[src/hw/ssp_defines.svh]
// Purpose: constants of the shared serial port
// Assumes: 8-bit special function register port
// Notes: addresses are register addresses on that port
`ifndef SSP_DEFINES_SVH
`define SSP_DEFINES_SVH

// ****************************************
// Register addresses
// ****************************************
`define SSP_ADDR_I2C_DATA 8'h9A
`define SSP_ADDR_I2C_ADDRESS 8'h9B
`define SSP_ADDR_I2C_CONTROL 8'hE8
`define SSP_ADDR_SPI_CONTROL 8'hF8
`define SSP_ADDR_SPI_DATA 8'hF7

// ****************************************
// Reset values
// ****************************************
`define SSP_RST_I2C_DATA 8'h00
`define SSP_RST_I2C_ADDRESS 8'h55
`define SSP_RST_I2C_CONTROL 8'h00
`define SSP_RST_SPI_CONTROL 8'h04

// ****************************************
// Control field positions
// ****************************************
`define SSP_SPI_DONE_BIT 7
`define SSP_SPI_WRITE_COLLISION_FLAG_BIT 6
`define SSP_SPI_EN_BIT 5
`define SSP_SPI_MASTER_BIT 4
`define SSP_SPI_CPOL_BIT 3
`define SSP_SPI_CPHA_BIT 2
`define SSP_I2C_MDO_BIT 7
`define SSP_I2C_MDE_BIT 6
`define SSP_I2C_MCO_BIT 5
`define SSP_I2C_MDI_BIT 4
`define SSP_I2C_ROLE_BIT 3
`define SSP_I2C_SRST_BIT 2
`define SSP_I2C_DIR_BIT 1
`define SSP_I2C_FLAG_BIT 0

// ****************************************
// Timing
// ****************************************
`define SSP_SPI_HALF_BASE 1
`define SSP_SPI_LAST_EDGE 5'h0F

`endif

[src/hw/ssp_pkg.sv]
// Purpose: types of the shared serial port
// Assumes: nothing beyond the defines header
// Notes: pin drive pairs travel as one struct
package ssp_pkg;

	typedef struct packed {
		logic out;
		logic oe;
	} ssp_pin_s;

	typedef enum logic [2:0] {
		SSP_I2C_IDLE = 3'b000,
		SSP_I2C_ADDR = 3'b001,
		SSP_I2C_AACK = 3'b010,
		SSP_I2C_RX = 3'b011,
		SSP_I2C_RACK = 3'b100,
		SSP_I2C_TX = 3'b101,
		SSP_I2C_TACK = 3'b110
	} ssp_i2c_e;

endpackage

[src/hw/ssp_sync2.sv]
// Purpose: two-stage synchroniser for pin inputs
// Assumes: inputs asynchronous to mclk_in
// Notes: first stage is read only by the second
`timescale 1ns/1ps
module ssp_sync2 #(
	parameter int WIDTH = 4,
	parameter logic [WIDTH-1:0] RESET_VAL = '1
) (
	input wire logic mclk_in,
	input wire logic resetn_in,
	input wire logic [WIDTH-1:0] async_in,
	output logic [WIDTH-1:0] sync_out
);
	logic [WIDTH-1:0] meta_ff;

	always_ff @(posedge mclk_in or negedge resetn_in) begin
		if (!resetn_in) begin
			meta_ff <= RESET_VAL;
			sync_out <= RESET_VAL;
		end else begin
			meta_ff <= async_in;
			sync_out <= meta_ff;
		end
	end
endmodule // ssp_sync2

[src/hw/ssp_buf2.sv]
// Purpose: two-entry buffer with valid and ready on both sides
// Assumes: single clock domain
// Notes: head word comes from a register
`timescale 1ns/1ps
module ssp_buf2 #(
	parameter int WIDTH = 8
) (
	input wire logic mclk_in,
	input wire logic resetn_in,
	input wire logic in_valid_in,
	input wire logic [WIDTH-1:0] in_data_in,
	output logic in_ready_out,
	output logic out_valid_out,
	input wire logic out_ready_in,
	output logic [WIDTH-1:0] out_data_out
);
	logic [WIDTH-1:0] mem_ff [2];
	logic rd_ptr_ff;
	logic wr_ptr_ff;
	logic [1:0] cnt_ff;
	wire push = in_valid_in && (cnt_ff != 2'h2);
	wire pop = out_ready_in && (cnt_ff != 2'h0);

	if (WIDTH < 1) begin : g_chk
		$error("ssp_buf2: WIDTH must be at least 1");
	end

	assign in_ready_out = (cnt_ff != 2'h2);
	assign out_valid_out = (cnt_ff != 2'h0);
	assign out_data_out = mem_ff[rd_ptr_ff];

	always_ff @(posedge mclk_in or negedge resetn_in) begin
		if (!resetn_in) begin
			mem_ff[0] <= '0;
			mem_ff[1] <= '0;
			rd_ptr_ff <= 1'b0;
			wr_ptr_ff <= 1'b0;
			cnt_ff <= 2'h0;
		end else begin
			if (push) begin
				mem_ff[wr_ptr_ff] <= in_data_in;
				wr_ptr_ff <= ~wr_ptr_ff;
			end
			if (pop) begin
				rd_ptr_ff <= ~rd_ptr_ff;
			end
			cnt_ff <= cnt_ff + {1'b0, push} - {1'b0, pop};
		end
	end
endmodule // ssp_buf2

[src/hw/ssp_top.sv]
// Purpose: shared SPI and I2C-compatible serial port
// Assumes: register port on mclk_in, pins asynchronous
// Notes: pin drives are registered; I2C pins are open drain
`timescale 1ns/1ps
`include "ssp_defines.svh"

// Notes on behaviour
// - Full-duplex byte transfers, MSB first
// - MISO input as master, driven as slave
// - MOSI driven as master, input as slave
// - One bit per clock period, eight periods
// - Clock driven as master, input as slave
// - Rate, polarity, phase from control bits
// - Launch one edge, sample the other
// - Slave acts only while select low
// - Done flag set per byte, cleared
// - Write during transfer sets collision flag
// - Protocol select chooses SPI or I2C
// - Role bit chooses SPI master or slave
// - Polarity bit sets clock idle level
// - I2C uses shared data and clock
// - Software master bits drive pins
// - Drive bit enables data pin output
// - Data pin latched on clock when undriven
// - I2C role bit: software master or slave
// - Soft reset bit holds I2C slave idle
// - Direction bit shows slave transmitting
// - Byte flag set, cleared by data access
module ssp_top import ssp_pkg::*; #(
	parameter int HALF_BASE = `SSP_SPI_HALF_BASE
) (
	input wire logic mclk_in,
	input wire logic resetn_in,
	input wire logic [7:0] sfr_addr_in,
	input wire logic sfr_wr_in,
	input wire logic sfr_rd_in,
	input wire logic [7:0] sfr_wdata_in,
	output logic [7:0] sfr_rdata_out,
	input wire logic serial_clock_pin_in,
	output ssp_pin_s serial_clock_pin_drv_out,
	input wire logic serial_data_pin_in,
	output ssp_pin_s serial_data_pin_drv_out,
	input wire logic miso_pin_in,
	output ssp_pin_s miso_pin_drv_out,
	input wire logic slave_select_n_in
);
	if (HALF_BASE < 1 || HALF_BASE > 31) begin : g_chk
		$error("ssp_top: HALF_BASE out of range");
	end

	// ****************************************
	// Helpers
	// ****************************************
	function automatic logic [7:0] half_cycles(input logic [1:0] sel);
		half_cycles = 8'(HALF_BASE << sel);
	endfunction

	function automatic logic hit(input logic [7:0] a, input logic [7:0] r);
		hit = (a == r);
	endfunction

	// ****************************************
	// Registers and pin synchronisers
	// ****************************************
	logic [7:0] spi_ctl_ff;
	logic [7:0] i2c_ctl_ff;
	logic [7:0] i2c_adr_ff;
	logic [7:0] i2c_dat_ff;
	logic [3:0] pin_sync;
	logic [3:0] pin_prev_ff;

	ssp_sync2 #(.WIDTH(4), .RESET_VAL(4'hF)) u_sync (
		.mclk_in(mclk_in),
		.resetn_in(resetn_in),
		.async_in({serial_clock_pin_in, serial_data_pin_in, miso_pin_in,
			slave_select_n_in}),
		.sync_out(pin_sync)
	);

	wire scl_s = pin_sync[3];
	wire sda_s = pin_sync[2];
	wire miso_s = pin_sync[1];
	wire ssn_s = pin_sync[0];
	wire scl_rise = scl_s && !pin_prev_ff[3];
	wire scl_fall = !scl_s && pin_prev_ff[3];
	wire sda_rise = sda_s && !pin_prev_ff[2];
	wire sda_fall = !sda_s && pin_prev_ff[2];

	// ****************************************
	// Register decode
	// ****************************************
	wire wr_spi_control = sfr_wr_in && hit(sfr_addr_in, `SSP_ADDR_SPI_CONTROL);
	wire wr_spi_data = sfr_wr_in && hit(sfr_addr_in, `SSP_ADDR_SPI_DATA);
	wire rd_spi_data = sfr_rd_in && hit(sfr_addr_in, `SSP_ADDR_SPI_DATA);
	wire wr_i2c_control = sfr_wr_in && hit(sfr_addr_in, `SSP_ADDR_I2C_CONTROL);
	wire wr_i2cadr = sfr_wr_in && hit(sfr_addr_in, `SSP_ADDR_I2C_ADDRESS);
	wire wr_i2c_data = sfr_wr_in && hit(sfr_addr_in, `SSP_ADDR_I2C_DATA);
	wire acc_i2c_data = (sfr_wr_in || sfr_rd_in)
		&& hit(sfr_addr_in, `SSP_ADDR_I2C_DATA);

	wire spi_en = spi_ctl_ff[`SSP_SPI_EN_BIT];
	wire master = spi_ctl_ff[`SSP_SPI_MASTER_BIT];
	wire cpol = spi_ctl_ff[`SSP_SPI_CPOL_BIT];
	wire cpha = spi_ctl_ff[`SSP_SPI_CPHA_BIT];
	wire [1:0] spr = spi_ctl_ff[1:0];
	wire i2c_sw_master = i2c_ctl_ff[`SSP_I2C_ROLE_BIT];
	wire sw_master_data_out = i2c_ctl_ff[`SSP_I2C_MDO_BIT];
	wire sw_master_data_drive = i2c_ctl_ff[`SSP_I2C_MDE_BIT];
	wire sw_master_clock_out = i2c_ctl_ff[`SSP_I2C_MCO_BIT];

	// ****************************************
	// SPI engine
	// ****************************************
	logic spi_active_ff;
	logic spi_pend_ff;
	logic [7:0] spi_sh_ff;
	logic spi_out_ff;
	logic [4:0] spi_cnt_ff;
	logic [7:0] spi_div_ff;
	logic sclk_ff;
	logic buf_in_ready;
	logic [7:0] buf_out_data;

	wire slave_sel = spi_en && !master && !ssn_s;
	wire m_tick = spi_active_ff && (spi_div_ff == half_cycles(spr) - 8'h01);
	wire s_lead = cpol ? scl_fall : scl_rise;
	wire spi_edge = master ? m_tick : (slave_sel && (scl_rise || scl_fall));
	wire spi_lead = master ? (sclk_ff == cpol) : s_lead;
	wire spi_sample = spi_edge && (spi_lead ^ cpha);
	wire spi_shift = spi_edge && !(spi_lead ^ cpha);
	wire spi_din = master ? miso_s : sda_s;
	wire spi_done = spi_edge && (spi_cnt_ff == `SSP_SPI_LAST_EDGE);
	wire spi_busy = spi_active_ff || spi_pend_ff || (spi_cnt_ff != 5'h00);
	wire spi_start = spi_pend_ff && !spi_active_ff && buf_in_ready;
	wire [7:0] spi_rx_byte = spi_sample ? {spi_sh_ff[6:0], spi_din}
		: spi_sh_ff;

	// Holding a master start while full keeps unread bytes from being lost
	ssp_buf2 #(.WIDTH(8)) u_rxbuf (
		.mclk_in(mclk_in),
		.resetn_in(resetn_in),
		.in_valid_in(spi_done),
		.in_data_in(spi_rx_byte),
		.in_ready_out(buf_in_ready),
		.out_valid_out(),
		.out_ready_in(rd_spi_data),
		.out_data_out(buf_out_data)
	);

	always_ff @(posedge mclk_in or negedge resetn_in) begin
		if (!resetn_in) begin
			spi_active_ff <= 1'b0;
			spi_pend_ff <= 1'b0;
			spi_cnt_ff <= 5'h00;
			spi_div_ff <= 8'h00;
			sclk_ff <= 1'b0;
		end else begin
			spi_pend_ff <= spi_start ? 1'b0
				: (spi_pend_ff || (wr_spi_data && !spi_busy && master));
			spi_active_ff <= spi_start || (spi_active_ff && !spi_done);
			spi_div_ff <= (!spi_active_ff || m_tick) ? 8'h00
				: spi_div_ff + 8'h01;
			sclk_ff <= !spi_active_ff ? cpol : (sclk_ff ^ m_tick);
			if (!spi_en || (!master && ssn_s) || spi_done) begin
				spi_cnt_ff <= 5'h00;
			end else if (spi_edge) begin
				spi_cnt_ff <= spi_cnt_ff + 5'h01;
			end
		end
	end

	always_ff @(posedge mclk_in or negedge resetn_in) begin
		if (!resetn_in) begin
			spi_sh_ff <= 8'h00;
			spi_out_ff <= 1'b0;
		end else begin
			if (wr_spi_data && !spi_busy) begin
				spi_sh_ff <= sfr_wdata_in;
			end else if (spi_sample) begin
				spi_sh_ff <= spi_rx_byte;
			end
			// Master puts bit 7 out while pending, before any edge
			if (spi_shift || spi_pend_ff || !spi_busy) begin
				spi_out_ff <= spi_sh_ff[7];
			end
		end
	end

	// ****************************************
	// I2C slave engine
	// ****************************************
	ssp_i2c_e i2c_st_ff;
	ssp_i2c_e nxt_i2c_st;
	logic [7:0] i2c_sh_ff;
	logic [7:0] nxt_i2c_sh;
	logic [3:0] i2c_bit_ff;
	logic [3:0] nxt_i2c_bit;
	logic i2c_low_ff;
	logic nxt_i2c_low;
	logic i2c_tx_ff;
	logic nxt_i2c_tx;
	logic byte_evt;
	logic store_rx;

	wire i2c_run = !spi_en && !i2c_sw_master
		&& !i2c_ctl_ff[`SSP_I2C_SRST_BIT];
	wire i2c_start = scl_s && sda_fall;
	wire i2c_stop = scl_s && sda_rise;

	always_comb begin
		nxt_i2c_st = i2c_st_ff;
		nxt_i2c_sh = i2c_sh_ff;
		nxt_i2c_bit = i2c_bit_ff;
		nxt_i2c_low = i2c_low_ff;
		nxt_i2c_tx = i2c_tx_ff;
		byte_evt = 1'b0;
		store_rx = 1'b0;
		if (!i2c_run) begin
			nxt_i2c_st = SSP_I2C_IDLE;
			nxt_i2c_low = 1'b0;
			nxt_i2c_bit = 4'h0;
		end else if (i2c_start) begin
			nxt_i2c_st = SSP_I2C_ADDR;
			nxt_i2c_bit = 4'h0;
			nxt_i2c_low = 1'b0;
		end else if (i2c_stop) begin
			nxt_i2c_st = SSP_I2C_IDLE;
			nxt_i2c_low = 1'b0;
		end else begin
			unique case (i2c_st_ff)
				SSP_I2C_IDLE: begin
				end
				SSP_I2C_ADDR, SSP_I2C_RX: begin
					if (scl_rise) begin
						nxt_i2c_sh = {i2c_sh_ff[6:0], sda_s};
						nxt_i2c_bit = i2c_bit_ff + 4'h1;
					end else if (scl_fall && i2c_bit_ff == 4'h8) begin
						if (i2c_st_ff == SSP_I2C_RX) begin
							nxt_i2c_low = 1'b1;
							nxt_i2c_st = SSP_I2C_RACK;
							store_rx = 1'b1;
							byte_evt = 1'b1;
						end else if (i2c_sh_ff[7:1] == i2c_adr_ff[6:0]) begin
							nxt_i2c_low = 1'b1;
							nxt_i2c_st = SSP_I2C_AACK;
							nxt_i2c_tx = i2c_sh_ff[0];
						end else begin
							nxt_i2c_st = SSP_I2C_IDLE;
						end
					end
				end
				SSP_I2C_AACK, SSP_I2C_RACK: begin
					if (scl_fall) begin
						nxt_i2c_bit = 4'h0;
						if (i2c_tx_ff) begin
							nxt_i2c_st = SSP_I2C_TX;
							nxt_i2c_sh = i2c_dat_ff;
							nxt_i2c_low = !i2c_dat_ff[7];
						end else begin
							nxt_i2c_st = SSP_I2C_RX;
							nxt_i2c_low = 1'b0;
						end
					end
				end
				SSP_I2C_TX: begin
					if (scl_fall && i2c_bit_ff == 4'h7) begin
						nxt_i2c_low = 1'b0;
						nxt_i2c_st = SSP_I2C_TACK;
						byte_evt = 1'b1;
					end else if (scl_fall) begin
						nxt_i2c_bit = i2c_bit_ff + 4'h1;
						nxt_i2c_low = !i2c_sh_ff[6];
						nxt_i2c_sh = {i2c_sh_ff[6:0], 1'b0};
					end
				end
				SSP_I2C_TACK: begin
					// A missing acknowledge ends the read
					if (scl_rise && sda_s) begin
						nxt_i2c_st = SSP_I2C_IDLE;
					end else if (scl_fall) begin
						nxt_i2c_st = SSP_I2C_AACK;
					end
				end
				default: begin
					nxt_i2c_st = SSP_I2C_IDLE;
				end
			endcase
		end
	end

	always_ff @(posedge mclk_in or negedge resetn_in) begin
		if (!resetn_in) begin
			i2c_st_ff <= SSP_I2C_IDLE;
			i2c_sh_ff <= 8'h00;
			i2c_bit_ff <= 4'h0;
			i2c_low_ff <= 1'b0;
			i2c_tx_ff <= 1'b0;
			pin_prev_ff <= 4'hF;
		end else begin
			i2c_st_ff <= nxt_i2c_st;
			i2c_sh_ff <= nxt_i2c_sh;
			i2c_bit_ff <= nxt_i2c_bit;
			i2c_low_ff <= nxt_i2c_low;
			i2c_tx_ff <= nxt_i2c_tx;
			pin_prev_ff <= pin_sync;
		end
	end

	// ****************************************
	// Register file
	// ****************************************
	wire [7:0] nxt_spi_ctl = {
		spi_done || (wr_spi_control ? sfr_wdata_in[7]
			: (spi_ctl_ff[7] && !rd_spi_data)),
		(wr_spi_data && spi_busy)
			|| (wr_spi_control ? sfr_wdata_in[6] : spi_ctl_ff[6]),
		wr_spi_control ? sfr_wdata_in[5:0] : spi_ctl_ff[5:0]};
	wire mdi_latch = spi_en || !i2c_sw_master || sw_master_data_drive || !scl_rise;
	wire [7:0] nxt_i2c_ctl = {
		wr_i2c_control ? sfr_wdata_in[7:5] : i2c_ctl_ff[7:5],
		mdi_latch ? i2c_ctl_ff[4] : sda_s,
		wr_i2c_control ? sfr_wdata_in[3:2] : i2c_ctl_ff[3:2],
		i2c_tx_ff,
		byte_evt || (i2c_ctl_ff[0] && !acc_i2c_data)};
	wire [7:0] spi_ctl_view = {spi_ctl_ff[7:1],
		(spi_en && !master) ? ssn_s : spi_ctl_ff[0]};
	wire [7:0] rd_mux =
		hit(sfr_addr_in, `SSP_ADDR_SPI_CONTROL) ? spi_ctl_view
		: hit(sfr_addr_in, `SSP_ADDR_SPI_DATA) ? buf_out_data
		: hit(sfr_addr_in, `SSP_ADDR_I2C_CONTROL) ? i2c_ctl_ff
		: hit(sfr_addr_in, `SSP_ADDR_I2C_ADDRESS) ? i2c_adr_ff
		: hit(sfr_addr_in, `SSP_ADDR_I2C_DATA) ? i2c_dat_ff : 8'h00;

	always_ff @(posedge mclk_in or negedge resetn_in) begin
		if (!resetn_in) begin
			spi_ctl_ff <= `SSP_RST_SPI_CONTROL;
			i2c_ctl_ff <= `SSP_RST_I2C_CONTROL;
			i2c_adr_ff <= `SSP_RST_I2C_ADDRESS;
			i2c_dat_ff <= `SSP_RST_I2C_DATA;
			sfr_rdata_out <= 8'h00;
		end else begin
			spi_ctl_ff <= nxt_spi_ctl;
			i2c_ctl_ff <= nxt_i2c_ctl;
			i2c_adr_ff <= wr_i2cadr ? sfr_wdata_in : i2c_adr_ff;
			i2c_dat_ff <= store_rx ? i2c_sh_ff
				: (wr_i2c_data ? sfr_wdata_in : i2c_dat_ff);
			sfr_rdata_out <= sfr_rd_in ? rd_mux : sfr_rdata_out;
		end
	end

	// ****************************************
	// Pin drive
	// ****************************************
	// I2C pins are open drain: a one releases the line to its pull-up
	wire ssp_pin_s nxt_sclk_drv = spi_en
		? (master ? {sclk_ff, 1'b1} : {1'b0, 1'b0})
		: (i2c_sw_master ? {1'b0, !sw_master_clock_out} : {1'b0, 1'b0});
	wire ssp_pin_s nxt_serial_data_pin_drv = spi_en
		? (master ? {spi_out_ff, 1'b1} : {1'b0, 1'b0})
		: (i2c_sw_master ? {1'b0, sw_master_data_drive && !sw_master_data_out}
			: {1'b0, i2c_low_ff});
	wire ssp_pin_s nxt_miso_drv = (spi_en && !master)
		? {spi_out_ff, slave_sel} : {1'b0, 1'b0};

	always_ff @(posedge mclk_in or negedge resetn_in) begin
		if (!resetn_in) begin
			serial_clock_pin_drv_out <= '{1'b0, 1'b0};
			serial_data_pin_drv_out <= '{1'b0, 1'b0};
			miso_pin_drv_out <= '{1'b0, 1'b0};
		end else begin
			serial_clock_pin_drv_out <= nxt_sclk_drv;
			serial_data_pin_drv_out <= nxt_serial_data_pin_drv;
			miso_pin_drv_out <= nxt_miso_drv;
		end
	end

	// ****************************************
	// Assertions
	// ****************************************
	property p_done_flag;
		@(posedge mclk_in) disable iff (!resetn_in)
		spi_done |=> spi_ctl_ff[`SSP_SPI_DONE_BIT];
	endproperty
	a_done_flag: assert property (p_done_flag)
		else $error("done flag not set after transfer");

	property p_write_collision_flag;
		@(posedge mclk_in) disable iff (!resetn_in)
		(wr_spi_data && spi_busy) |=> spi_ctl_ff[`SSP_SPI_WRITE_COLLISION_FLAG_BIT]
			&& (spi_sh_ff == $past(spi_rx_byte));
	endproperty
	a_write_collision_flag: assert property (p_write_collision_flag)
		else $error("collision not flagged");

	property p_miso_dir;
		@(posedge mclk_in) disable iff (!resetn_in)
		(spi_en && master) |-> ##2 !miso_pin_drv_out.oe || !$past(master);
	endproperty
	a_miso_dir: assert property (p_miso_dir)
		else $error("miso driven in master mode");

	property p_mosi_dir;
		@(posedge mclk_in) disable iff (!resetn_in)
		$past(spi_en) && $past(master) |-> serial_data_pin_drv_out.oe
			&& serial_clock_pin_drv_out.oe;
	endproperty
	a_mosi_dir: assert property (p_mosi_dir)
		else $error("master not driving mosi or clock");

	property p_sclk_slave;
		@(posedge mclk_in) disable iff (!resetn_in)
		$past(spi_en) && !$past(master) |-> !serial_clock_pin_drv_out.oe;
	endproperty
	a_sclk_slave: assert property (p_sclk_slave)
		else $error("clock driven in slave mode");

	property p_idle_level;
		@(posedge mclk_in) disable iff (!resetn_in)
		!spi_active_ff ##1 !spi_active_ff |-> sclk_ff == $past(cpol);
	endproperty
	a_idle_level: assert property (p_idle_level)
		else $error("serial clock not at idle level");

	property p_i2c_flag;
		@(posedge mclk_in) disable iff (!resetn_in)
		byte_evt |=> i2c_ctl_ff[`SSP_I2C_FLAG_BIT] ##1
			(i2c_ctl_ff[`SSP_I2C_FLAG_BIT] || $past(acc_i2c_data));
	endproperty
	a_i2c_flag: assert property (p_i2c_flag)
		else $error("byte flag lost");

	property p_i2c_reset;
		@(posedge mclk_in) disable iff (!resetn_in)
		!i2c_run |=> i2c_st_ff == SSP_I2C_IDLE && !i2c_low_ff;
	endproperty
	a_i2c_reset: assert property (p_i2c_reset)
		else $error("I2C slave not held idle");
endmodule // ssp_top

[config.mk]
export PLATFORM = sky130hd
export DESIGN_NAME = ssp_top
export DESIGN_NICKNAME = d
export VERILOG_FILES = /design/src/hw/ssp_pkg.sv /design/src/hw/ssp_sync2.sv /design/src/hw/ssp_buf2.sv /design/src/hw/ssp_top.sv
export VERILOG_INCLUDE_DIRS = /design/src /design/src/hw
export SDC_FILE = /design/constraint.sdc
export NUM_CORES = 1
export LEC_CHECK = 0
export ABC_AREA = 1
export BUFFER_PORTS_ARGS = -buffer_cell sky130_fd_sc_hd__buf_2
export CAP_MARGIN = 10
export CORE_MARGIN = 4
export CORE_UTILIZATION = 40
export CTS_CLUSTER_DIAMETER = 150
export DETAILED_ROUTE_END_ITERATION = 8
export GPL_TIMING_DRIVEN = 0
export MAX_ROUTING_LAYER = met4
export SLEW_MARGIN = 20
export SYNTH_ARGS = -nofsm -noshare
export SYNTH_HDL_FRONTEND = slang
export SYNTH_HIERARCHICAL = 1
export SYNTH_SLANG_ARGS = --single-unit
[constraint.sdc]
create_clock -name mclk_in -period 2.2 [get_ports mclk_in]
set_input_delay 0.33 -clock mclk_in [delete_from_list [all_inputs] [get_ports mclk_in]]
set_output_delay 0.33 -clock mclk_in [all_outputs]
set_load 0.02 [all_outputs]
==> flow_metrics.tcl <==
set metrics [dict create \
    cts_made_buffers 17 \
    drc 0 \
    irDropWorstVdd_uv 637.8 \
    clk_latency_ns 0.43 \
    worst_setup_path_start_kind "register" \
    nets 885 \
    coreArea_um2 15310 \
    rsz0062_at_grt "yes" \
    dr.pass1.iters 5 \
    yosysWarnings 6 \
    synth_area_um2 6290 \
    dp_hpwl_mm 11.88 \
    wl_mm 16.62 \
    drive_gt1_frac 0.2208 \
    worst_path_max_delay_cell "dfstp_2" \
    syn-num-nets 807 \
    grt_pass1_wl_mm 27.03 \
    setup_tns_ns 0 \
    path_class "register to register" \
    worstPathMaxFanout 4 \
    clk_pin_slew_ns 0.05 \
    finalSetupViolCount 0 \
    grt_pass1_vias 5177 \
    grt_max_degree 71 \
    track_usage 0.1994 \
    wire_per_inst_um 15.45 \
    syn_inst 774 \
    cp.required_ns 2.52 \
    routed_via_density 5.034 \
    area_growth_pct 22.88 \
    ff2ff_setup_slack_ns 0.01 \
    vias 5417 \
    antenna_left 0 \
    cp.arrival_ns 2.50 \
    cts-root-buf "clkbuf_16" \
    fillerInstances 1491 \
    port_buffers 36 \
    final_core_util 0.5047 \
    io_pins 38 \
    hp-class "primary input to register" \
    gp_congestion 0.8397 \
    initial_core_util 0.4107 \
    ctsHtreeMaxLevel 4 \
    fin_crit_ns 2.186 \
    cap_violations 0 \
    fmax_mhz 457.4 \
    dieHeight_um 133.4 \
    register_area_um2 2975 \
    hold_viol 0 \
    die_w_um 133.4 \
    leakage_nw 3.828 \
    p_total_mw 6.265 \
    critPathCaptureType "register" \
    min_period_over_period 0.9937 \
    slew_headroom 0.5280 \
    die_area_um2 17790 \
    pwr_density_cell_nw_per_um2 810.7 \
    drv_slew 0 \
    fin_skew_ns 0.01035 \
    multi_input_area_um2 2929 \
    status "completed" \
    tritoncts "done" \
    grt-ovfl-total 0 \
    rows 45 \
    clockBufferDepth 2 \
    path_common_cell "nand2_1" \
    path_cells "inv_2 -> ha_4 -> or2_4 -> nand2_8 -> nand2_8 -> inv_6 -> buf_8 -> buf_8 -> nand3_2 -> nand2_1 -> ha_2 -> nand2_2 -> nand2_2 -> inv_2 -> nand2_1 -> nand2_1" \
    antenna_cells 0 \
    crit_buf_inv 5 \
    slowest_delay_ns 0.56 \
    antenna_found_initial 0 \
    critical_path.top_delay_family "simple AND/OR/NAND/NOR gates" \
    avgSynthCellArea_um2 8.126 \
    worst_pin_slew_ns 0.7032 \
    clock_sinks 118 \
    first_iter_violations 380 \
]
==> final timing paths <==
| kind | startpoint | cells after the start | end |
|---|---|---|---|
| worst max-delay path | u_sync/sync_out[3] | 16 | u_rxbuf/cnt_ff[1] |
| worst max register to register | u_sync/sync_out[3] | 16 | u_rxbuf/cnt_ff[1] |
| max in group asynchronous | resetn_in | 3 | spi_ctl_ff[2] |
| worst min register to register | u_sync/meta_ff[1] | 0 | u_sync/sync_out[1] |
| min in group asynchronous | resetn_in | 2 | serial_clock_pin_drv_out[0] |
| worst min-delay path | sfr_wdata_in[0] | 3 | spi_sh_ff[0] |
==> cell usage in the layout (no fill, tap or decap), drive strengths merged, types with 11 or more instances in the layout <==
| cell | count |
|---|---|
| buf | 69 |
| clkbuf | 28 |
| dfrtp | 103 |
| dfstp | 15 |
| inv | 95 |
| nand2 | 246 |
| nand3 | 65 |
| nand4 | 35 |
| nor2 | 45 |
| nor3 | 14 |
| o211ai | 11 |
| o21ai | 68 |
==> state kept, by name (all words and copies together) (netlist names), 2 cells and up <==
| signal | cells |
|---|---|
| i2c_sh_ff | 8 |
| i2c_dat_ff | 8 |
| miso_pin_drv_out | 2 |
| u_sync/meta_ff | 4 |
| spi_ctl_ff | 8 |
| serial_clock_pin_drv_out | 2 |
| spi_cnt_ff | 5 |
| i2c_adr_ff | 8 |
| i2c_bit_ff | 4 |
| sfr_rdata_out | 8 |
| u_sync/sync_out | 4 |
| u_rxbuf/cnt_ff | 2 |
| i2c_ctl_ff | 8 |
| serial_data_pin_drv_out | 2 |
| pin_prev_ff | 2 |
| spi_div_ff | 8 |
| i2c_st_ff | 3 |
| u_rxbuf/mem_ff | 16 |
| spi_sh_ff | 8 |
==> power breakdown <==
| part | internal, mW | leakage [nW] | switching (mW) | total [mW] |
|---|---|---|---|---|
| combinational | 0.290 | 2.00 | 0.502 | 0.793 |
| sequential | 2.33 | 1.52 | 0.126 | 2.45 |
| clock | 2.01 | 0.306 | 1.01 | 3.02 |
==> worst register-to-register path, delay by kind of cell (launching register included) <==
kind | cells | cell delay, ns
AND/OR/NAND/NOR | 9 | 0.78
flip-flops | 1 | 0.56
adder cells (fa/ha/maj) | 2 | 0.39
buffers and inverters | 5 | 0.34
==> cell type report <==
cell class,instances,area share
sequential,118,0.3850
multi-input combinational,540,0.3790
clock buffer,24,0.06362
timing repair buffer,59,0.05116
inverter,97,0.04776
tap,211,0.03416
buffer,19,0.02056
clock inverter,8,0.01878
==> per-stage QoR <==
step                std cells  instance area, µm²  worst slack [ns]  hold slack [ns]
finish                   1076                7729           0.01381           0.2112
global route             1076                7729           -0.1128           0.2156
CTS                      1068                7579          -0.01762           0.1901
detailed placement       1022                6803           -0.2744           0.3043
global placement         1021                6769           -0.7662           0.3475
floorplan                 774                6325          0.004200          0.03441
==> timing repair <==
item | in CTS | in global routing
gates resized for setup | 8 | 28
hold buffers | 5 | 0
setup buffers | 9 | 8
endpoints found under the hold margin | 48 | 0
pin swaps | 2 | 13
setup endpoints to repair | 15 | 17
==> routing by layer <==
metal  up-vias  global-route usage  routed length [µm]
li1       2704                   -                   -
met1      2581              0.2583                7637
met2       105              0.3093                7989
met3        27             0.04909                 675
met4         0             0.06514                 318
met5         -                   -                   0
(Power assumes the default switching activity.)
